File: config.mk
export PLATFORM = sky130hd
export DESIGN_NAME = oscd_top
export DESIGN_NICKNAME = d
export VERILOG_FILES = /design/src/logic/oscd_pkg.sv /design/src/logic/oscd_top.sv /design/src/logic/oscd_pow2_divider.sv
export SDC_FILE = /design/constraint.sdc
export NUM_CORES = 1
export LEC_CHECK = 0
export BUFFER_PORTS_ARGS = -buffer_cell sky130_fd_sc_hd__buf_2
export CELL_PAD_IN_SITES_DETAIL_PLACEMENT = 0
export CELL_PAD_IN_SITES_GLOBAL_PLACEMENT = 1
export CORE_ASPECT_RATIO = 1.25
export CORE_MARGIN = 2
export CORE_UTILIZATION = 44
export DETAILED_ROUTE_END_ITERATION = 8
export GPL_TIMING_DRIVEN = 0
export PLACE_DENSITY = 0.88
export SETUP_SLACK_MARGIN = 0.2
export SYNTH_ARGS = -nofsm -noshare
export SYNTH_HDL_FRONTEND = slang
export SYNTH_HIERARCHICAL = 1
export SYNTH_SLANG_ARGS = --single-unit
File: constraint.sdc
create_clock -name clk -period 4.9 [get_ports clk]
set_clock_uncertainty 0.2 [all_clocks]
set_input_delay 0.49 -clock clk [delete_from_list [all_inputs] [get_ports clk]]
set_output_delay 0.49 -clock clk [all_outputs]
set_load 0.05 [all_outputs]
File: src/logic/oscd_pkg.sv
// Package: register map, field layout and mode encodings of the clock select and divider block
//
// Function
// RQ1: A multiplier mode multiplies the primary or fast RC oscillator by four to form the system clock.
// RQ2: The instruction rate is the system clock divided by two.
// RQ3: Source code 111 picks postscaled fast RC, 110 fast RC over sixteen, 101 low-power RC, mode field ignored.
// RQ4: Source code 100 picks the secondary oscillator, 001 postscaled fast RC with multiplier, 000 plain fast RC.
// RQ5: Source code 011 picks the primary oscillator through the multiplier, mode 01 crystal, 00 external clock.
// RQ6: An erased part starts in postscaled fast RC mode, source code 111.
// RQ7: In internal, secondary and external-clock modes a fuse decides whether the second crystal pin is a clock pin.
// RQ8: With recover-on-interrupt set, an interrupt clears the reduction enable and forces a 1:1 ratio.
// RQ9: The reduction field divides the instruction clock by two to its power, reset value 011.
// RQ10: The postscaler field divides fast RC by 256, 64, 32, 2, 1 for 111, 110, 101, 001, 000, reset 000.
// RQ11: Reduction enable set applies the reduction ratio; clear forces 1:1.
// RQ12: Postscaler codes 100, 011, 010 divide by 16, 8 and 4.
// RQ13: While reduction enable is set, writes to the reduction field are ignored.
// RQ14: While the reduction field holds 000, attempts to set reduction enable are ignored.
package oscd_pkg;

  // ----------------------------------------------------------------
  // Register map
  // ----------------------------------------------------------------
  localparam int          ADDR_W        = 4;
  localparam int          DATA_W        = 16;
  localparam logic [3:0]  ADDR_DIVCTL   = 4'h0;  // Clock divisor control
  localparam logic [3:0]  ADDR_CONFIG   = 4'h1;  // Fuse image, read only
  localparam logic [3:0]  ADDR_STATUS   = 4'h2;  // Live selection, read only

  // ----------------------------------------------------------------
  // Field positions and reset values
  // ----------------------------------------------------------------
  localparam int          RECOVER_BIT   = 15;
  localparam int          CPU_CLOCK_REDUCTION_RATIO_LSB      = 12;
  localparam int          REDUCTION_ENABLE_BIT     = 11;
  localparam int          POST_LSB      = 8;
  localparam logic [2:0]  CPU_CLOCK_REDUCTION_RATIO_RST      = 3'h3;
  localparam logic [2:0]  POST_RST      = 3'h0;
  localparam logic [2:0]  RATIO_ONE     = 3'h0;
  localparam logic [3:0]  SHIFT_NONE    = 4'h0;  // Divide by one
  localparam logic [3:0]  SHIFT_DIV16   = 4'h4;  // Divide by sixteen
  localparam logic [2:0]  POST_TOP_CODE = 3'h7;  // Only postscaler code off the 2**code pattern
  localparam logic [3:0]  POST_TOP_SHIFT = 4'h8; // Divide by 256
  localparam logic [1:0]  MUL_BURST     = 2'h3;  // Extra ticks after the first, factor of four
  localparam logic [15:0] ZERO16        = 16'h0000;

  // ----------------------------------------------------------------
  // Source select and primary mode codes
  // ----------------------------------------------------------------
  localparam logic [2:0]  SRC_FAST      = 3'h0;
  localparam logic [2:0]  SRC_FAST_MUL  = 3'h1;
  localparam logic [2:0]  SRC_PRI       = 3'h2;
  localparam logic [2:0]  SRC_PRI_MUL   = 3'h3;
  localparam logic [2:0]  SRC_SEC       = 3'h4;
  localparam logic [2:0]  SRC_LOW_PWR   = 3'h5;
  localparam logic [2:0]  SRC_FAST_D16  = 3'h6;
  localparam logic [2:0]  SRC_FAST_POST = 3'h7;
  localparam logic [2:0]  SRC_ERASED    = 3'h7;
  localparam logic [1:0]  PM_EXT        = 2'h0;
  localparam logic [1:0]  PM_MED        = 2'h1;
  localparam logic [1:0]  PM_HIGH       = 2'h2;
  localparam logic [2:0]  OSC_FAST      = 3'h0;  // Oscillator select indices
  localparam logic [2:0]  OSC_LOW_PWR   = 3'h1;
  localparam logic [2:0]  OSC_SEC       = 3'h2;
  localparam logic [2:0]  OSC_PRI       = 3'h3;
  localparam logic [2:0]  OSC_NONE      = 3'h4;

  // Divider of a power-of-two ratio given as shift
  localparam int          DIV_W         = 8;

endpackage

File: src/logic/oscd_top.sv
// Module: oscillator source selection, fast RC postscaler and processor clock reduction
`timescale 1ns/10ps
module oscd_top (
  input  wire logic         clk,
  input  wire logic         rst,
  input  wire logic [3:0]   addr,
  input  wire logic [15:0]  wrData,
  input  wire logic         wrStb,
  input  wire logic         rdStb,
  output logic [15:0]       rdData,
  input  wire logic [2:0]   newSourceSelect,
  input  wire logic [1:0]   primarySourceMode,
  input  wire logic         oscPinFunctionFuse,
  input  wire logic         fusesErased,
  input  wire logic         fastRcTick,
  input  wire logic         lowPowerRcTick,
  input  wire logic         secondaryTick,
  input  wire logic         primaryTick,
  input  wire logic         interruptReq,
  output logic              oscTick,
  output logic              cycleTick,
  output logic              cpuTick,
  output logic              periphTick,
  output logic              pllActive,
  output logic              secondPinIsClock,
  output logic [2:0]        activeOscillator
);

  // ----------------------------------------------------------------
  // Input synchronisers for pin level oscillator ticks and fuses
  // ----------------------------------------------------------------
  logic [3:0]  tickMeta_q;
  logic [3:0]  tickSync_q;
  logic [3:0]  tickSeen_q;
  logic [6:0]  fuseMeta_q;
  logic [6:0]  fuseSync_q;
  logic        irqMeta_q;
  logic        irqSync_q;

  // Oscillators arrive from other domains; the first stage never feeds logic
  always_ff @(posedge clk or posedge rst) begin
    if (rst) begin
      tickMeta_q <= 4'h0;
      tickSync_q <= 4'h0;
      tickSeen_q <= 4'h0;
      fuseMeta_q <= 7'h00;
      fuseSync_q <= 7'h00;
      irqMeta_q  <= 1'b0;
      irqSync_q  <= 1'b0;
    end else begin
      tickMeta_q <= {primaryTick, secondaryTick, lowPowerRcTick, fastRcTick};
      tickSync_q <= tickMeta_q;
      tickSeen_q <= tickSync_q;
      fuseMeta_q <= {fusesErased, oscPinFunctionFuse, primarySourceMode, newSourceSelect};
      fuseSync_q <= fuseMeta_q;
      irqMeta_q  <= interruptReq;
      irqSync_q  <= irqMeta_q;
    end
  end

  // Rising edge of each synchronised oscillator level is one source tick
  logic [3:0] srcEdge;
  logic       irqEdge;
  logic       irqSeen_q;
  assign srcEdge = tickSync_q & ~tickSeen_q;
  assign irqEdge = irqSync_q & ~irqSeen_q;

  // ----------------------------------------------------------------
  // Effective configuration, following the synchronised fuses every cycle
  // ----------------------------------------------------------------
  logic [2:0] srcSel;
  logic [1:0] priMode;
  logic       pinFuse;
  assign srcSel  = fuseSync_q[6] ? oscd_pkg::SRC_ERASED : fuseSync_q[2:0];  // see RQ6
  assign priMode = fuseSync_q[4:3];
  assign pinFuse = fuseSync_q[5];

  // ----------------------------------------------------------------
  // Clock divisor control register
  // ----------------------------------------------------------------
  logic       recover_q;
  logic [2:0] cpu_clock_reduction_ratio_q;
  logic       dozeEn_q;
  logic [2:0] post_q;
  logic       wrDiv;
  logic       wrDoze;
  logic       setDozeEn;
  logic       dozeEn_d;
  assign wrDiv     = wrStb && (addr == oscd_pkg::ADDR_DIVCTL);
  assign wrDoze    = wrDiv && !dozeEn_q;                                     // see RQ13
  assign setDozeEn = wrData[oscd_pkg::REDUCTION_ENABLE_BIT] && (cpu_clock_reduction_ratio_q != oscd_pkg::RATIO_ONE); // see RQ14
  // Interrupt recovery wins over a write in the same cycle, so no wake is lost
  assign dozeEn_d  = (recover_q && irqEdge) ? 1'b0 :                         // see RQ8
                     (wrDiv ? setDozeEn : dozeEn_q);

  always_ff @(posedge clk or posedge rst) begin
    if (rst) begin
      recover_q <= 1'b0;
      cpu_clock_reduction_ratio_q    <= oscd_pkg::CPU_CLOCK_REDUCTION_RATIO_RST;                                       // see RQ9
      dozeEn_q  <= 1'b0;
      post_q    <= oscd_pkg::POST_RST;                                       // see RQ10
      irqSeen_q <= 1'b0;
    end else begin
      recover_q <= wrDiv ? wrData[oscd_pkg::RECOVER_BIT] : recover_q;
      cpu_clock_reduction_ratio_q    <= wrDoze ? wrData[oscd_pkg::CPU_CLOCK_REDUCTION_RATIO_LSB +: 3] : cpu_clock_reduction_ratio_q;
      dozeEn_q  <= dozeEn_d;
      post_q    <= wrDiv ? wrData[oscd_pkg::POST_LSB +: 3] : post_q;
      irqSeen_q <= irqSync_q;
    end
  end

  // ----------------------------------------------------------------
  // Source decode
  // ----------------------------------------------------------------
  logic [2:0] oscSel;
  logic       usePll;
  logic       usePost;
  logic       useDiv16;
  logic       extPinMode;
  // Mode field only matters for primary codes; internal codes ignore it
  assign oscSel = (srcSel == oscd_pkg::SRC_LOW_PWR) ? oscd_pkg::OSC_LOW_PWR : // see RQ3
                  (srcSel == oscd_pkg::SRC_SEC) ? oscd_pkg::OSC_SEC :        // see RQ4
                  (srcSel == oscd_pkg::SRC_PRI || srcSel == oscd_pkg::SRC_PRI_MUL) ?
                    oscd_pkg::OSC_PRI : oscd_pkg::OSC_FAST;                  // see RQ5
  assign usePll   = (srcSel == oscd_pkg::SRC_FAST_MUL) ||                    // see RQ1
                    (srcSel == oscd_pkg::SRC_PRI_MUL);
  assign usePost  = (srcSel == oscd_pkg::SRC_FAST_POST) ||
                    (srcSel == oscd_pkg::SRC_FAST_MUL);
  assign useDiv16 = (srcSel == oscd_pkg::SRC_FAST_D16);
  assign extPinMode = (oscSel != oscd_pkg::OSC_PRI) || (priMode == oscd_pkg::PM_EXT);

  // ----------------------------------------------------------------
  // Multiplier: four system ticks per source period
  // ----------------------------------------------------------------
  logic       srcTick;
  logic [1:0] burst_q;
  logic       pllTick;
  logic       postTick;
  logic [3:0] postShift;
  logic [3:0] postCodeShift;
  assign srcTick = srcEdge[oscSel[1:0]];
  // Codes divide by 2**code, except the top code, which skips 128 and goes to 256
  assign postCodeShift = (post_q == oscd_pkg::POST_TOP_CODE) ? oscd_pkg::POST_TOP_SHIFT :
                         {1'b0, post_q};                                     // see RQ10 RQ12
  // Fast RC postscaler or fixed divide-by-sixteen ahead of the multiplier
  assign postShift = useDiv16 ? oscd_pkg::SHIFT_DIV16 :
                     (usePost ? postCodeShift : oscd_pkg::SHIFT_NONE);       // see RQ10 RQ12

  oscd_pow2_divider #(.W(oscd_pkg::DIV_W)) uPost (
    .clk     (clk),
    .rst     (rst),
    .tickIn  (srcTick),
    .shift   (postShift),
    .tickOut (postTick)
  );

  // In multiplier modes each source tick is stretched to four system ticks; sources must stay below clk/4
  always_ff @(posedge clk or posedge rst) begin
    if (rst) begin
      burst_q <= 2'h0;
    end else begin
      burst_q <= (usePll && postTick) ? oscd_pkg::MUL_BURST :
                 (burst_q != 2'h0 ? burst_q - 2'h1 : 2'h0);
    end
  end
  assign pllTick = usePll ? (postTick || burst_q != 2'h0) : postTick;        // see RQ1

  // ----------------------------------------------------------------
  // Instruction rate and reduction
  // ----------------------------------------------------------------
  logic cycle_q;
  logic cycleNow;
  logic cpuNow;
  logic [3:0] dozeShift;
  assign cycleNow  = pllTick && cycle_q;                                     // see RQ2
  assign dozeShift = dozeEn_q ? {1'b0, cpu_clock_reduction_ratio_q} : oscd_pkg::SHIFT_NONE;       // see RQ11

  oscd_pow2_divider #(.W(oscd_pkg::DIV_W)) uDoze (
    .clk     (clk),
    .rst     (rst),
    .tickIn  (cycleNow),
    .shift   (dozeShift),                                                    // see RQ9
    .tickOut (cpuNow)
  );

  // Registered outputs; instruction tick is every second oscillator tick
  always_ff @(posedge clk or posedge rst) begin
    if (rst) begin
      cycle_q          <= 1'b0;
      oscTick          <= 1'b0;
      cycleTick        <= 1'b0;
      cpuTick          <= 1'b0;
      periphTick       <= 1'b0;
      pllActive        <= 1'b0;
      secondPinIsClock <= 1'b0;
      activeOscillator <= oscd_pkg::OSC_NONE;
    end else begin
      cycle_q          <= pllTick ? !cycle_q : cycle_q;
      oscTick          <= pllTick;
      cycleTick        <= cycleNow;
      cpuTick          <= cpuNow;
      periphTick       <= cycleNow;
      pllActive        <= usePll;
      secondPinIsClock <= extPinMode ? pinFuse : 1'b1;                       // see RQ7
      activeOscillator <= oscSel;
    end
  end

  // ----------------------------------------------------------------
  // Read path, data valid the cycle after the strobe
  // ----------------------------------------------------------------
  logic [15:0] rdMux;
  assign rdMux = (addr == oscd_pkg::ADDR_DIVCTL) ?
                   {recover_q, cpu_clock_reduction_ratio_q, dozeEn_q, post_q, 8'h00} :
                 (addr == oscd_pkg::ADDR_CONFIG) ?
                   {8'h00, 1'b0, fuseSync_q[6:0]} :
                 (addr == oscd_pkg::ADDR_STATUS) ?
                   {11'h000, usePll, 1'b0, oscSel} : oscd_pkg::ZERO16;

  always_ff @(posedge clk or posedge rst) begin
    if (rst) begin
      rdData <= oscd_pkg::ZERO16;
    end else begin
      rdData <= rdStb ? rdMux : oscd_pkg::ZERO16;
    end
  end

endmodule

File: src/logic/oscd_pow2_divider.sv
// Module: power-of-two clock enable divider, emits a pulse every 2**shift input ticks
`timescale 1ns/10ps
module oscd_pow2_divider #(
  parameter int W = 8
) (
  input  wire logic         clk,
  input  wire logic         rst,
  input  wire logic         tickIn,
  input  wire logic [3:0]   shift,
  output logic              tickOut
);

  // ----------------------------------------------------------------
  // Counter
  // ----------------------------------------------------------------
  logic [W-1:0] count_q;
  logic [W-1:0] count_d;
  logic [W-1:0] limit;
  logic         wrap;

  // Largest shift is eight, so the counter must hold 255
  if (W < 8) begin : g_widthCheck
    $error("oscd_pow2_divider: W must hold 2**8-1");
  end

  // Terminal count is 2**shift-1; shift zero passes every tick
  assign limit   = W'((1 << shift) - 1);
  assign wrap    = tickIn && (count_q >= limit);
  assign count_d = !tickIn ? count_q : (wrap ? '0 : count_q + W'(1));

  // Output is registered, so it follows the input tick by one cycle
  always_ff @(posedge clk or posedge rst) begin
    if (rst) begin
      count_q <= '0;
      tickOut <= 1'b0;
    end else begin
      count_q <= count_d;
      tickOut <= wrap;
    end
  end

endmodule

==> run metrics <==
VDD IR max 310 uV; crit path launch type flop; IO Port Bufs 51; CP cell instances buf_2, xnor2_1, a21oi_1, nor3b_1, nor3_1, nand2b_1, ha_1, nor3_1, a21o_1, a32oi_1, ha_1, o21ai_0, nor2_1, a211oi_4, nor2b_2, nor2_1; Routed WL 6300 um; WL per Instance 12.9 um; FF/Latch Area 2030 sq um; postcts setup bufs 0; PD cells 476 nW/um^2; Critical Path Sink uPost/count_q[4]; largest area contributor in the netlist dfrtp_1; TritonCTS clock tree yes; P_int 1390 uW; maximum root-to-sink buffer count 2; ys async rst share 100%; H-tree levels 3; Mapped Area 3590 sq um; combinational power share 28.0%; core area 7880 sq um; DR iter-0 viols 75; Worst EP arrival 3.99 ns; post-synth top area share 54.3%; CTS clock-pin slew for the worst setup and hold paths 0.08 ns; max frequency 256 MHz; EDFF count, synth 0; M1 WL 2860 um; # IOs 61; largest net degree at the start of global routing 41; die width 84.8 um; clk_lat worst skew 0.36 ns; most used flip-flop cell after synthesis dfrtp_1; RR Endpoint uPost/count_q[4]; Cell Count, Final, Fillers Out 487; Sum Neg Setup Slack 0 ns; Crit Path Class flop to flop; RR Startpoint fuseSync_q[2]; first-pass GRT wire length 10900 um; GRT Util Overall 15.5%; period utilization 79.6%; clk sinks 81; # Max-Cap Violations 0; post-synthesis sequential area ratio 56.5%; Initial Utilization 45.6%; placed inst area 4030 sq um; CTS Root Cell clkbuf_8; drt pass-1 iters 4; Avg Cell Area, Syn 11.4 sq um; Setup crit start fuseSync_q[2]; run status completed; Yosys reg bits 81; synth top area cells dfrtp_1 (54%), ha_1 (7.0%), nor2_1 (3.4%); DR top layer met4; Multi-input gate area 1480 sq um; row cnt 36; synthesized netlist cell count 315; R2R depth 16; power share of the clock group 30.0%; Slowest cell on crit path nor3b_1; Net Switching 654 uW; hpwl dp 4620 um; WL met2 3000 um; crit path capture type flop; R2R Setup Slk 1.00 ns; synth warn 6; Seq pwr share 42.0%; met3 WL 233 um; post-route ant nets 0; DR vias/cell 4.98; WP data required 5.00 ns; Layout fillers 652; unique cell type count in the Yosys netlist 50; grt ovf 0; Hold Fails Final Rpt 0; Area Overhead vs Synth 19.6%; DRC 0; Worst Max-Slew Pin Slew 0.837 ns; Post-CTS Resized 0; total CTS buffers 9; Net Sw Frac 32.0%; final instance area 4300 sq um; via count 2423; total setup violations reported at the end of the flow 0; nets 443; Inst Count DP 470; Hold WS 0.0227 ns; # diodes 0; initial antenna violation count 0; Final min period 3.90 ns; Die Area 8910 sq um; Die Height 105 um; Slew HR 44.1%; RSZ-0062 raised after global routing no; Lkg Pwr 0.00208 uW; routability cong. 0.773; proportion of layout cells with a drive suffix above 1 23.5%; CTS Hold Bufs 1; crit-path max cell delay 0.65 ns; vias in the first global route 2393; Crit Path Max Fanout 9; Worst Hold Class primary input to flop; fin. max-slew vios 0
cell usage after synthesis, drive strengths merged, types with 5 or more instances:
cell,instances
a21oi,9
and2,15
inv,17
ha,20
o21ai,21
nor3b,5
buf,5
dfrtp,78
a211oi,8
xnor2,8
nor3,6
nand3,13
mux2,6
nor2b,7
nand2,15
nor2,33
worst min path at each step:
stage,startpoint,end,cells past startpoint
global placement,irqMeta_q,irqSync_q,0
global route,primaryTick,tickMeta_q[3],1
floorplan,rst,uDoze/count_q[0],1
CTS,fastRcTick,tickMeta_q[0],1
finish,interruptReq,irqMeta_q,1
detailed placement,tickMeta_q[2],tickSync_q[2],0
final cells by class:
type / count / share of cell area (%)
sequential: 81 / 47.2
multi-input combinational: 216 / 34.4
timing repair buffer: 53 / 6.81
clock buffer: 12 / 3.84
tap: 95 / 2.77
clock inverter: 4 / 2.27
inverter: 17 / 1.48
buffer: 9 / 1.19
critical path: cells and delay by family (launching register included):
kind	cells	cell delay, ns
fa+ha+maj	2	0.51
xor+xnor	1	0.22
compound gates	5	0.98
simple gates	7	1.38
buf+inv	1	0.17
flops	1	0.35
kinds of logic (layout without fill, tap and decap cells):
group / count (synthesis) / after routing / synth area share (%)
AOI/OAI and AO/OA: 52 / 52 / 9.85
xor gates and xnor gates: 12 / 12 / 2.92
adders and majority gates: 20 / 20 / 6.96
buffers and inverters: 26 / 95 / 3.20
DFF: 81 / 81 / 56.5
muxes: 6 / 6 / 2.19
other: 1 / 9 / 0.104
and+or+nand+nor: 117 / 117 / 18.2
through the flow:
step	setup slack [ns]	util, %	total power [uW]
floorplan	1.53	-	1310
global route	0.660	54.5	2170
finish	1.00	54.5	2040
CTS	0.990	54.5	2070
detailed placement	1.01	51.1	1440
global placement	1.17	50.7	1410
registers in the layout, summed over array words and instances, names as in the netlist, 4 cells and up:
| register | count |
|---|---|
| fuseMeta_q | 7 |
| fuseSync_q | 7 |
| rdData | 15 |
| tickMeta_q | 4 |
| tickSeen_q | 4 |
| tickSync_q | 4 |
| uDoze/count_q | 8 |
| uPost/count_q | 8 |
placed cells by master, fill, tap and decap left out, types with 6 or more instances in the layout:
cell	synthesis	routed
dfrtp_1	78	78
buf_2	2	53
nor2_1	33	33
ha_1	20	20
inv_1	17	16
o21ai_0	15	15
nand2_1	15	15
and2_1	15	15
nand3_1	13	13
clkbuf_8	0	12
a21oi_1	9	9
conb_1	1	9
xnor2_1	8	8
o21ai_1	6	6
routing by layer:
layer  global-route usage [%]  up-vias
li1                         -     1218
met1                     18.9     1136
met2                     24.8       54
met3                     2.69       15
met4                     10.5        0
met5                        0        -
power groups by stage:
stage | logic, uW | registers (uW) | clock network, uW
5_1_grt | 648 | 875 | 649
3_3_place_gp | 544 | 867 | 0
6_report | 573 | 858 | 613
3_5_place_dp | 573 | 870 | 0
4_1_cts | 580 | 859 | 628
2_1_floorplan | 421 | 885 | 0
Note: power is estimated with default switching activity, not from simulation.
